## src/timer_pkg.sv

```systemverilog
// Constants shared by the timer slice: register map, field positions, modes and reset values.
package timer_pkg;

    // ****************************************
    // Register byte offsets
    // ****************************************
    localparam logic [7:0] OFS_CTRL = 8'h00;
    localparam logic [7:0] OFS_MODE = 8'h04;
    localparam logic [7:0] OFS_EVCTRL = 8'h08;
    localparam logic [7:0] OFS_STATUS = 8'h0C;
    localparam logic [7:0] OFS_COUNT = 8'h10;
    localparam logic [7:0] OFS_COMPARE = 8'h14;

    // ****************************************
    // Field positions
    // ****************************************
    localparam int CTRL_ENABLE = 0;
    localparam int CTRL_CLKSRC_LO = 1;
    localparam int CTRL_RESTART = 4;
    localparam int CTRL_CHAIN = 5;
    localparam int MODE_SEL_LO = 0;
    localparam int MODE_OUT_EN = 4;
    localparam int MODE_INIT = 5;
    localparam int MODE_IMM = 6;
    localparam int EV_CAPTURE_EVENT_EN = 0;
    localparam int EV_EDGE = 4;
    localparam int EV_FILTER = 6;
    localparam int STATUS_RUN = 0;

    // ****************************************
    // Modes, clock sources and values
    // ****************************************
    localparam logic [2:0] MODE_PERIODIC = 3'h0;
    localparam logic [2:0] MODE_CAPTURE = 3'h2;
    localparam logic [2:0] MODE_SINGLE = 3'h6;
    localparam logic [2:0] MODE_PWM8 = 3'h7;
    localparam logic [2:0] CLK_DIV1 = 3'h0;
    localparam logic [2:0] CLK_DIV2 = 3'h1;
    localparam logic [2:0] CLK_PARTNER = 3'h2;
    localparam logic [2:0] CLK_EVENT = 3'h3;
    localparam logic [15:0] COUNT_MAX = 16'hFFFF;
    localparam logic [15:0] COUNT_FLOOR = 16'h0000;
    localparam logic [15:0] RESET_COMPARE = 16'h0000;
    localparam logic [1:0] IMM_START_TICKS = 2'h2;
    localparam int FILTER_DEPTH = 4;

endpackage

```

## src/timer_oneshot_pwm_cascade.sv

```systemverilog
// Timer slice: single-shot, 8-bit PWM, capture (chain bit stored but has no effect), noise filter, Wishbone registers.
`timescale 1ns/1ps
`default_nettype none

module timer_oneshot_pwm_cascade
    import timer_pkg::*;
(
    input wire logic clk_i,
    input wire logic rst_i,
    input wire logic wb_cyc_i,
    input wire logic wb_stb_i,
    input wire logic wb_we_i,
    input wire logic [7:0] wb_adr_i,
    input wire logic [3:0] wb_sel_i,
    input wire logic [31:0] wb_dat_i,
    output logic [31:0] wb_dat_o,
    output logic wb_ack_o,
    input wire logic capture_event_i,
    input wire logic count_event_i,
    input wire logic partner_tick_i,
    input wire logic partner_restart_i,
    output logic waveform_o,
    output logic waveform_oe_o,
    output logic overflow_event_o
);

    // ****************************************
    // Register file
    // ****************************************
    logic ack_r, enable_r, restart_with_partner_r, chain_r, waveform_out_en_r, output_initial_level_r;
    logic immediate_trigger_sel_r, capture_input_en_r, edge_sel_r, filter_en_r, running_r;
    logic [31:0] dat_r;
    logic [2:0] clock_source_sel_r, timer_mode_sel_r;
    logic [15:0] count_r, compare_r;

    logic req, wr_hit, wr_ctrl, wr_mode, wr_ev, wr_count, wr_compare;

    assign req = wb_cyc_i && wb_stb_i && !ack_r;
    assign wr_hit = req && wb_we_i;
    assign wr_ctrl = wr_hit && wb_sel_i[0] && (wb_adr_i == OFS_CTRL);
    assign wr_mode = wr_hit && wb_sel_i[0] && (wb_adr_i == OFS_MODE);
    assign wr_ev = wr_hit && wb_sel_i[0] && (wb_adr_i == OFS_EVCTRL);
    assign wr_count = wr_hit && (wb_adr_i == OFS_COUNT) && (wb_sel_i[1:0] != 2'h0);
    assign wr_compare = wr_hit && (wb_adr_i == OFS_COMPARE) && (wb_sel_i[1:0] != 2'h0);

    // Byte lanes keep the unselected half of a 16-bit register.
    function automatic logic [15:0] merge16(input logic [15:0] old, input logic [1:0] sel, input logic [15:0] d);
        logic [15:0] m;
        m = old;
        if (sel[0]) begin
            m[7:0] = d[7:0];
        end
        if (sel[1]) begin
            m[15:8] = d[15:8];
        end
        return m;
    endfunction

    always_ff @(posedge clk_i) begin
        if (rst_i) begin
            ack_r <= 1'b0;
        end else begin
            ack_r <= wb_cyc_i && wb_stb_i && !ack_r;
        end
    end

    always_ff @(posedge clk_i) begin
        if (rst_i) begin
            dat_r <= 32'h00000000;
        end else if (req && !wb_we_i) begin
            unique case (wb_adr_i)
                OFS_CTRL: dat_r <= {26'h0, chain_r, restart_with_partner_r, clock_source_sel_r, enable_r};
                OFS_MODE: dat_r <= {25'h0, immediate_trigger_sel_r, output_initial_level_r, waveform_out_en_r,
                                    1'b0, timer_mode_sel_r};
                OFS_EVCTRL: dat_r <= {25'h0, filter_en_r, 1'b0, edge_sel_r, 3'h0, capture_input_en_r};
                OFS_STATUS: dat_r <= {31'h0, running_r};
                OFS_COUNT: dat_r <= {16'h0, count_r};
                OFS_COMPARE: dat_r <= {16'h0, compare_r};
                default: dat_r <= 32'h00000000;
            endcase
        end
    end

    assign wb_ack_o = ack_r;
    assign wb_dat_o = dat_r;

    always_ff @(posedge clk_i) begin
        if (rst_i) begin
            enable_r <= 1'b0;
            clock_source_sel_r <= CLK_DIV1;
            restart_with_partner_r <= 1'b0;
            chain_r <= 1'b0;
            timer_mode_sel_r <= MODE_PERIODIC;
            waveform_out_en_r <= 1'b0;
            output_initial_level_r <= 1'b0;
            immediate_trigger_sel_r <= 1'b0;
            capture_input_en_r <= 1'b0;
            edge_sel_r <= 1'b0;
            filter_en_r <= 1'b0;
        end else begin
            if (wr_ctrl) begin
                enable_r <= wb_dat_i[CTRL_ENABLE];
                clock_source_sel_r <= wb_dat_i[CTRL_CLKSRC_LO +: 3];
                restart_with_partner_r <= wb_dat_i[CTRL_RESTART];
                chain_r <= wb_dat_i[CTRL_CHAIN];
            end
            if (wr_mode) begin
                timer_mode_sel_r <= wb_dat_i[MODE_SEL_LO +: 3];
                waveform_out_en_r <= wb_dat_i[MODE_OUT_EN];
                output_initial_level_r <= wb_dat_i[MODE_INIT];
                immediate_trigger_sel_r <= wb_dat_i[MODE_IMM];
            end
            if (wr_ev) begin
                capture_input_en_r <= wb_dat_i[EV_CAPTURE_EVENT_EN];
                edge_sel_r <= wb_dat_i[EV_EDGE];
                filter_en_r <= wb_dat_i[EV_FILTER];
            end
        end
    end

    // ****************************************
    // Counter clock selection
    // ****************************************
    logic div2_r;
    logic tick;

    always_ff @(posedge clk_i) begin
        if (rst_i) begin
            div2_r <= 1'b0;
        end else begin
            div2_r <= !div2_r;
        end
    end

    always_comb begin
        unique case (clock_source_sel_r)
            CLK_DIV1: tick = 1'b1;
            CLK_DIV2: tick = div2_r;
            CLK_PARTNER: tick = partner_tick_i;
            CLK_EVENT: tick = count_event_i;
            default: tick = 1'b0;
        endcase
    end

    // ****************************************
    // Event input filter and edge detection
    // ****************************************
    logic [FILTER_DEPTH-1:0] samp_r;
    logic filt_level_r, event_q_r, lvl_prev_r, lvl, trig, raw_trig;

    // The filter runs on the undivided clock so the prescaler never stretches it.
    always_ff @(posedge clk_i) begin
        if (rst_i) begin
            samp_r <= '0;
            filt_level_r <= 1'b0;
        end else begin
            samp_r <= {samp_r[FILTER_DEPTH-2:0], capture_event_i};
            if ((&samp_r) || !(|samp_r)) begin
                filt_level_r <= samp_r[0];
            end
        end
    end

    always_ff @(posedge clk_i) begin
        if (rst_i) begin
            event_q_r <= 1'b0;
            lvl_prev_r <= 1'b0;
        end else begin
            event_q_r <= capture_event_i;
            lvl_prev_r <= lvl;
        end
    end

    assign lvl = filter_en_r ? filt_level_r : event_q_r;
    assign trig = capture_input_en_r && (edge_sel_r ? (lvl ^ lvl_prev_r) : (lvl && !lvl_prev_r));
    // The immediate path looks at the raw pin so the output can rise in the event's own cycle.
    assign raw_trig = capture_input_en_r &&
                      (edge_sel_r ? (capture_event_i ^ event_q_r) : (capture_event_i && !event_q_r));

    // ****************************************
    // Counter and single-shot sequencing
    // ****************************************
    logic ss_mode, pwm_mode, enable_prev_r, edge_prev_r, self_start, cooldown_r, hold_r, ovf_r, partner_clear;
    logic [1:0] pend_r;

    assign ss_mode = enable_r && (timer_mode_sel_r == MODE_SINGLE);
    assign pwm_mode = enable_r && (timer_mode_sel_r == MODE_PWM8);
    assign partner_clear = enable_r && restart_with_partner_r && partner_restart_i;
    assign self_start = enable_r && (!enable_prev_r || (edge_sel_r != edge_prev_r));

    always_ff @(posedge clk_i) begin
        if (rst_i) begin
            enable_prev_r <= 1'b0;
            edge_prev_r <= 1'b0;
        end else begin
            enable_prev_r <= enable_r;
            edge_prev_r <= edge_sel_r;
        end
    end

    always_ff @(posedge clk_i) begin
        if (rst_i) begin
            count_r <= COUNT_FLOOR;
            running_r <= 1'b0;
            cooldown_r <= 1'b0;
            hold_r <= 1'b0;
            pend_r <= 2'h0;
            ovf_r <= 1'b0;
        end else begin
            ovf_r <= 1'b0;
            if (!enable_r) begin
                running_r <= 1'b0;
                cooldown_r <= 1'b0;
                hold_r <= 1'b0;
                pend_r <= 2'h0;
            end else if (ss_mode) begin
                if (tick && cooldown_r) begin
                    cooldown_r <= 1'b0;
                end
                if (running_r && tick) begin
                    if (count_r == compare_r) begin
                        running_r <= 1'b0;
                        cooldown_r <= 1'b1;
                        hold_r <= 1'b0;
                    end else begin
                        count_r <= count_r + 16'h0001;
                    end
                end else if (!running_r && !cooldown_r) begin
                    if (immediate_trigger_sel_r && (pend_r != 2'h0)) begin
                        if (tick && (pend_r == IMM_START_TICKS)) begin
                            running_r <= 1'b1;
                            count_r <= COUNT_FLOOR;
                            pend_r <= 2'h0;
                        end else if (tick) begin
                            pend_r <= pend_r + 2'h1;
                        end
                    end else if (immediate_trigger_sel_r && raw_trig) begin
                        hold_r <= 1'b1;
                        pend_r <= 2'h1;
                    end else if (!immediate_trigger_sel_r && trig) begin
                        running_r <= 1'b1;
                        count_r <= COUNT_FLOOR;
                    end else if (self_start && (count_r != compare_r)) begin
                        running_r <= 1'b1;
                    end
                end
            end else if (pwm_mode) begin
                running_r <= 1'b1;
                if (tick) begin
                    count_r <= (count_r[7:0] >= compare_r[7:0]) ? COUNT_FLOOR : count_r + 16'h0001;
                end
            end else begin
                running_r <= 1'b1;
                if (tick) begin
                    count_r <= count_r + 16'h0001;
                    ovf_r <= (count_r == COUNT_MAX);
                end
            end
            if (partner_clear) begin
                count_r <= COUNT_FLOOR;
            end
            if (wr_count) begin
                count_r <= merge16(count_r, wb_sel_i[1:0], wb_dat_i[15:0]);
            end
        end
    end

    assign overflow_event_o = ovf_r;

    // ****************************************
    // Compare register and capture
    // ****************************************
    logic cap_hit;

    assign cap_hit = enable_r && (timer_mode_sel_r == MODE_CAPTURE) && trig;

    always_ff @(posedge clk_i) begin
        if (rst_i) begin
            compare_r <= RESET_COMPARE;
        end else if (wr_compare) begin
            compare_r <= merge16(compare_r, wb_sel_i[1:0], wb_dat_i[15:0]);
        end else if (cap_hit) begin
            compare_r <= count_r;
        end
    end

    // ****************************************
    // Waveform output
    // ****************************************
    logic wave_r, ss_level, level;

    // PWM level is registered; one cycle of lag keeps the pin free of compare glitches.
    always_ff @(posedge clk_i) begin
        if (rst_i) begin
            wave_r <= 1'b0;
        end else if (pwm_mode) begin
            wave_r <= (count_r[7:0] < compare_r[15:8]);
        end else begin
            wave_r <= output_initial_level_r;
        end
    end

    // The immediate term is combinational from the event pin by intent.
    assign ss_level = running_r || hold_r ||
                      (immediate_trigger_sel_r && raw_trig && !cooldown_r && (pend_r == 2'h0));
    assign level = ss_mode ? ss_level : wave_r;
    assign waveform_o = waveform_out_en_r && level;
    assign waveform_oe_o = waveform_out_en_r;

    // ****************************************
    // Assertions
    // ****************************************
    a_stopped_low: assert property (@(posedge clk_i) disable iff (rst_i)
        (ss_mode && !running_r && !hold_r && !immediate_trigger_sel_r) |-> !waveform_o)
        else $error("single-shot output high while stopped");
    a_trigger_starts: assert property (@(posedge clk_i) disable iff (rst_i)
        (ss_mode && !immediate_trigger_sel_r && trig && !running_r && !cooldown_r && !wr_count && !partner_clear)
        |=> (running_r && count_r == COUNT_FLOOR && (waveform_o == waveform_out_en_r)))
        else $error("trigger did not start counter from zero");
    a_status_read: assert property (@(posedge clk_i) disable iff (rst_i)
        (req && !wb_we_i && wb_adr_i == OFS_STATUS) |=> (wb_ack_o && wb_dat_o[STATUS_RUN] == $past(running_r)))
        else $error("status read does not show running state");
    a_stop_compare: assert property (@(posedge clk_i) disable iff (rst_i)
        (ss_mode && running_r && tick && count_r == compare_r && !wr_ctrl && !wr_mode)
        |=> (!running_r && cooldown_r && !waveform_o))
        else $error("single-shot did not stop at compare");
    a_sync_delay: assert property (@(posedge clk_i) disable iff (rst_i)
        (ss_mode && !immediate_trigger_sel_r && !filter_en_r && capture_input_en_r && !edge_sel_r
         && capture_event_i && !event_q_r && !running_r && !cooldown_r && !wr_hit)
        |=> ##1 running_r)
        else $error("sync single-shot not running two cycles after event");
    a_immediate_trigger_sel_now: assert property (@(posedge clk_i) disable iff (rst_i)
        (ss_mode && immediate_trigger_sel_r && raw_trig && !running_r && !cooldown_r && pend_r == 2'h0)
        |-> (waveform_o == waveform_out_en_r))
        else $error("immediate trigger did not set output");
    a_pwm_wrap: assert property (@(posedge clk_i) disable iff (rst_i)
        (pwm_mode && tick && count_r[7:0] == compare_r[7:0] && !wr_count && !partner_clear && !wr_ctrl)
        |=> (count_r == COUNT_FLOOR) ##1 (wave_r == (compare_r[15:8] != 8'h00)))
        else $error("pwm counter did not wrap at period byte");
    a_out_gate: assert property (@(posedge clk_i) disable iff (rst_i)
        !waveform_out_en_r |-> (!waveform_o && !waveform_oe_o))
        else $error("waveform driven while output disabled");
    a_ovf_wrap: assert property (@(posedge clk_i) disable iff (rst_i)
        (enable_r && !ss_mode && !pwm_mode && tick && count_r == COUNT_MAX && !wr_count && !wr_ctrl && !wr_mode)
        |=> (overflow_event_o && count_r == COUNT_FLOOR) ##1 !overflow_event_o)
        else $error("overflow event missing at all-ones");
    a_capture_copy: assert property (@(posedge clk_i) disable iff (rst_i)
        (cap_hit && !wr_compare) |=> (compare_r == $past(count_r)))
        else $error("capture did not copy count");
    a_filter_stable: assert property (@(posedge clk_i) disable iff (rst_i)
        (filt_level_r != $past(filt_level_r)) |-> ($past(samp_r) == {FILTER_DEPTH{filt_level_r}}))
        else $error("filter passed an unstable level");
    a_partner_restart: assert property (@(posedge clk_i) disable iff (rst_i)
        (partner_clear && !wr_count) |=> (count_r == COUNT_FLOOR))
        else $error("counter not cleared on partner restart");

endmodule

`default_nettype wire

```

## config.mk

```make
export PLATFORM = sky130hd
export DESIGN_NAME = timer_oneshot_pwm_cascade
export DESIGN_NICKNAME = d
export VERILOG_FILES = /design/src/timer_pkg.sv /design/src/timer_oneshot_pwm_cascade.sv
export SDC_FILE = /design/constraint.sdc
export NUM_CORES = 1
export LEC_CHECK = 0
export BUFFER_PORTS_ARGS = -buffer_cell sky130_fd_sc_hd__buf_2
export CAP_MARGIN = 20
export CORE_UTILIZATION = 40
export CTS_BUF_LIST = sky130_fd_sc_hd__clkbuf_8
export DETAILED_ROUTE_END_ITERATION = 6
export PLACE_DENSITY = 0.67
export REMOVE_ABC_BUFFERS = 1
export SYNTH_ARGS = -nofsm -noshare
export SYNTH_HDL_FRONTEND = slang
export SYNTH_SLANG_ARGS = --single-unit
```

## constraint.sdc

```tcl
create_clock -name clk_i -period 2.9 [get_ports clk_i]
set_input_delay 0.145 -clock clk_i [delete_from_list [all_inputs] [get_ports clk_i]]
set_output_delay 0.145 -clock clk_i [all_outputs]
set_load 0.005 [all_outputs]
```

==> key figures <==
Drt
  • Via density: 5.71
  • # DRC: 0
  • Wire per inst: between 15 and 20 um
  • Iteration-0 DRC Markers: 374
  • Post-route ant nets: 0
  • Via count: 4,501
  • TritonRoute pass-1 iters: 5
  • Routed Wire Length: 13.2 mm

Place
  • Port Buffers: 54
  • Final GP Congestion: roughly 0.9
  • HPWL Detailed: a little under 10 mm
  • Pre-CTS setup slack: 0.394 ns

STA
  • Fmax: 393 MHz
  • Unrepaired setup endpoints after global routing: no
  • Max_slew headroom: 0.486
  • Final setup vio count: 0
  • Worst-margin pin slew: 0.771 ns
  • Fin. max-slew vios: 0
  • Clk_skew: 0.0145 ns
  • Setup TNS Final: 0 ns
  • Fin worst setup slack: 0.354 ns
  • Minimum clock period: 2.55 ns
  • Fin. Hold Viols: 0
  • Final period util: 0.878

Worst setup path
  • Reg2reg start: count_r[1]
  • Data required, critical path: 3.13 ns
  • Crit-path slowest cell: nor4b_1
  • Crit-path cells: ha_1 > nand4_1 > nor4b_1 > nand4_1 > a31oi_1 > nor2_4 > buf_12 > a21oi_1 > a311oi_2
  • Critical path class: flip-flop to flip-flop
  • Arr. time, crit path: between 2 and 3 ns
  • CP Max Fanout: 31
  • Buf+Inv Stages, Crit Path: 1
  • CP max stage delay: 0.40 ns
  • Most common cell on crit path: nand4_1
  • Crit path from: count_r[1]
  • Crit end category: flip-flop
  • R2R setup slack: 0.35 ns
  • CP Launch Type: flip-flop
  • CP top delay family: simple AND/OR/NAND/NOR gates

Floorplanning
  • Die extent in y: 112 um
  • Num ports: 89
  • Number of cell rows: 39
  • Die area: 12,600 um^2
  • Core area: approximately 12,000 um^2
  • Die Wd: 112 um
  • Initial core utilization: 0.418

Clocking
  • Clock-pin slew on the worst setup and hold paths: 0.09 ns
  • CTS tree: built
  • Post-CTS Resized: 0
  • Clk_lat worst skew: between 0.3 and 0.4 ns
  • H-tree depth reported by CTS: 3
  • CTS buffer count: 9
  • Clock root cell: clkbuf_8
  • Postcts setup bufs: 0
  • Clk buf depth: 2
  • CTS hold repair buffers: 0
  • Sink Count: 80

GRT
  • Vias in the first global route: 4,221
  • Overall Global Routing Usage: 0.217
  • Gr ovfl total: 0
  • First-pass GRT wire length: 21.3 mm
  • Antenna violations before repair: 0
  • Largest net degree at the start of global routing: 40

Layout
  • Area Overhead vs Synth: 12.7%
  • Diodes inserted: 0
  • Layout cell share with drive strength beyond 1: 0.200
  • Most frequent cells in the layout: 80 x dfxtp_1, 65 x nor2_1, 54 x buf_2, 52 x nand2_1, 50 x a21oi_1
  • Total Nets Final: 713
  • Commonest non-fill, non-tap cell in the layout: dfxtp_1

Yosys
  • Synth async-reset ratio: 0
  • Distinct cells, synth: 59
  • Main synth FF type: dfxtp_1
  • Leading area contributor after synthesis: dfxtp_1
  • Post-synth top area share: 0.329
  • Synth Register Bits: 80
  • Synthesis warning total: 0
  • Post-synth EDFFs: 0
  • Area contributors post-synth: dfxtp_1 33%, mux2_2 5.8%, a21oi_1 5.1%
  • Mapped Cells: about 590
  • Avg Inst Size Synth: 8.27 um^2
  • Post-Syn Area: 4870 um^2
  • Sequential share of the synthesized area: 0.329

Hold path
  • Hold Crit Class: primary input to flip-flop
  • Hold Path Origin: capture_event_i

Power
  • Peak VDD IR: 0.000358 V
  • Leakage: 2.13 nW
  • PwrDens: 385 nW/um^2

Status
  • Status: completed

Job
  • Max_cap viols: 0
## final cells by class
cell class | instances | area (um^2)
fill | 1147 | 6170
multi-input combinational | 449 | 2950
sequential | 80 | 1600
timing repair buffer | 74 | 445
tap | 143 | 179
clock buffer | 11 | 151
inverter | 26 | 97.6
clock inverter | 5 | 62.6
## report_power, final
| part | leakage, nW | internal, W | switching [W] | total [W] |
|---|---|---|---|---|
| combinational | 1.38 | 0.0000354 | 0.0000776 | 0.000113 |
| clock | 0.102 | 0.000449 | 0.000445 | 0.000894 |
| sequential | 0.645 | 0.00110 | 0.00000234 | 0.00110 |
## sequential cells by signal, summed over array words and instances (netlist names), 2 cells and up
name                flops
pend_r                  2
samp_r                  4
compare_r              16
timer_mode_sel_r        3
count_r                16
wb_dat_o               16
clock_source_sel_r      3
## layer usage
| metal | vias up | wire [um] | GRT usage |
|---|---|---|---|
| li1 | 2180 | - | - |
| met5 | - | 0 | 0 |
| met2 | 159 | 6220 | 0.359 |
| met1 | 2134 | 5870 | 0.274 |
| met4 | 0 | 368 | 0.0853 |
| met3 | 28 | 720 | 0.0508 |
## per-stage QoR
step / hold slack (ns) / cells / area [um^2] / util / total power [W]
4_1_cts: 0.00134 / 786 / 5480 / 0.469 / 0.00213
3_5_place_dp: 0.392 / 770 / 5260 / 0.451 / 0.00124
3_3_place_gp: 0.384 / 770 / 5260 / 0.451 / 0.00124
6_report: 0.0178 / 788 / 5490 / 0.471 / 0.00211
5_1_grt: 0.0228 / 788 / 5490 / 0.471 / 0.00218
2_1_floorplan: 0.212 / 555 / 4650 / - / 0.00116
## synthesized netlist by cell type (8+ instances only)
cell      instances
dfxtp_1          80
nand4_1          12
ha_1             20
xnor2_1          19
nand3_1          21
a21oi_1          50
nand2_1          52
clkbuf_1         20
o21ai_0          28
nor2b_1           8
a311oi_1         14
buf_2             9
mux2i_1          20
inv_1            26
nor2_1           65
buf_4            18
mux2_2           25
a211oi_1         16
## worst register-to-register path, stage by stage (launching register included)
cell      delay (ns)
dfxtp_1         0.39
ha_1            0.34
nand4_1         0.11
nor4b_1         0.40
nand4_1         0.25
a31oi_1         0.40
nor2_4          0.08
buf_12          0.17
a21oi_1         0.18
a311oi_2        0.07
## cells by family after synthesis
kind of cell / share of synthesized area
XOR/XNOR: 0.0413
multiplexers: 0.103
flip-flops: 0.329
AND/OR/NAND/NOR: 0.211
buffers and inverters: 0.0770
AO/OA/AOI/OAI: 0.186
adder cells (fa/ha/maj): 0.0513
other: 0.000769
## worst paths after layout
check / to / depth (start not counted)
min: samp_r[0] / 2
max reg2reg: count_r[2] / 9
max: count_r[2] / 9
min reg2reg: div2_r / 1
(Power assumes the default switching activity.)
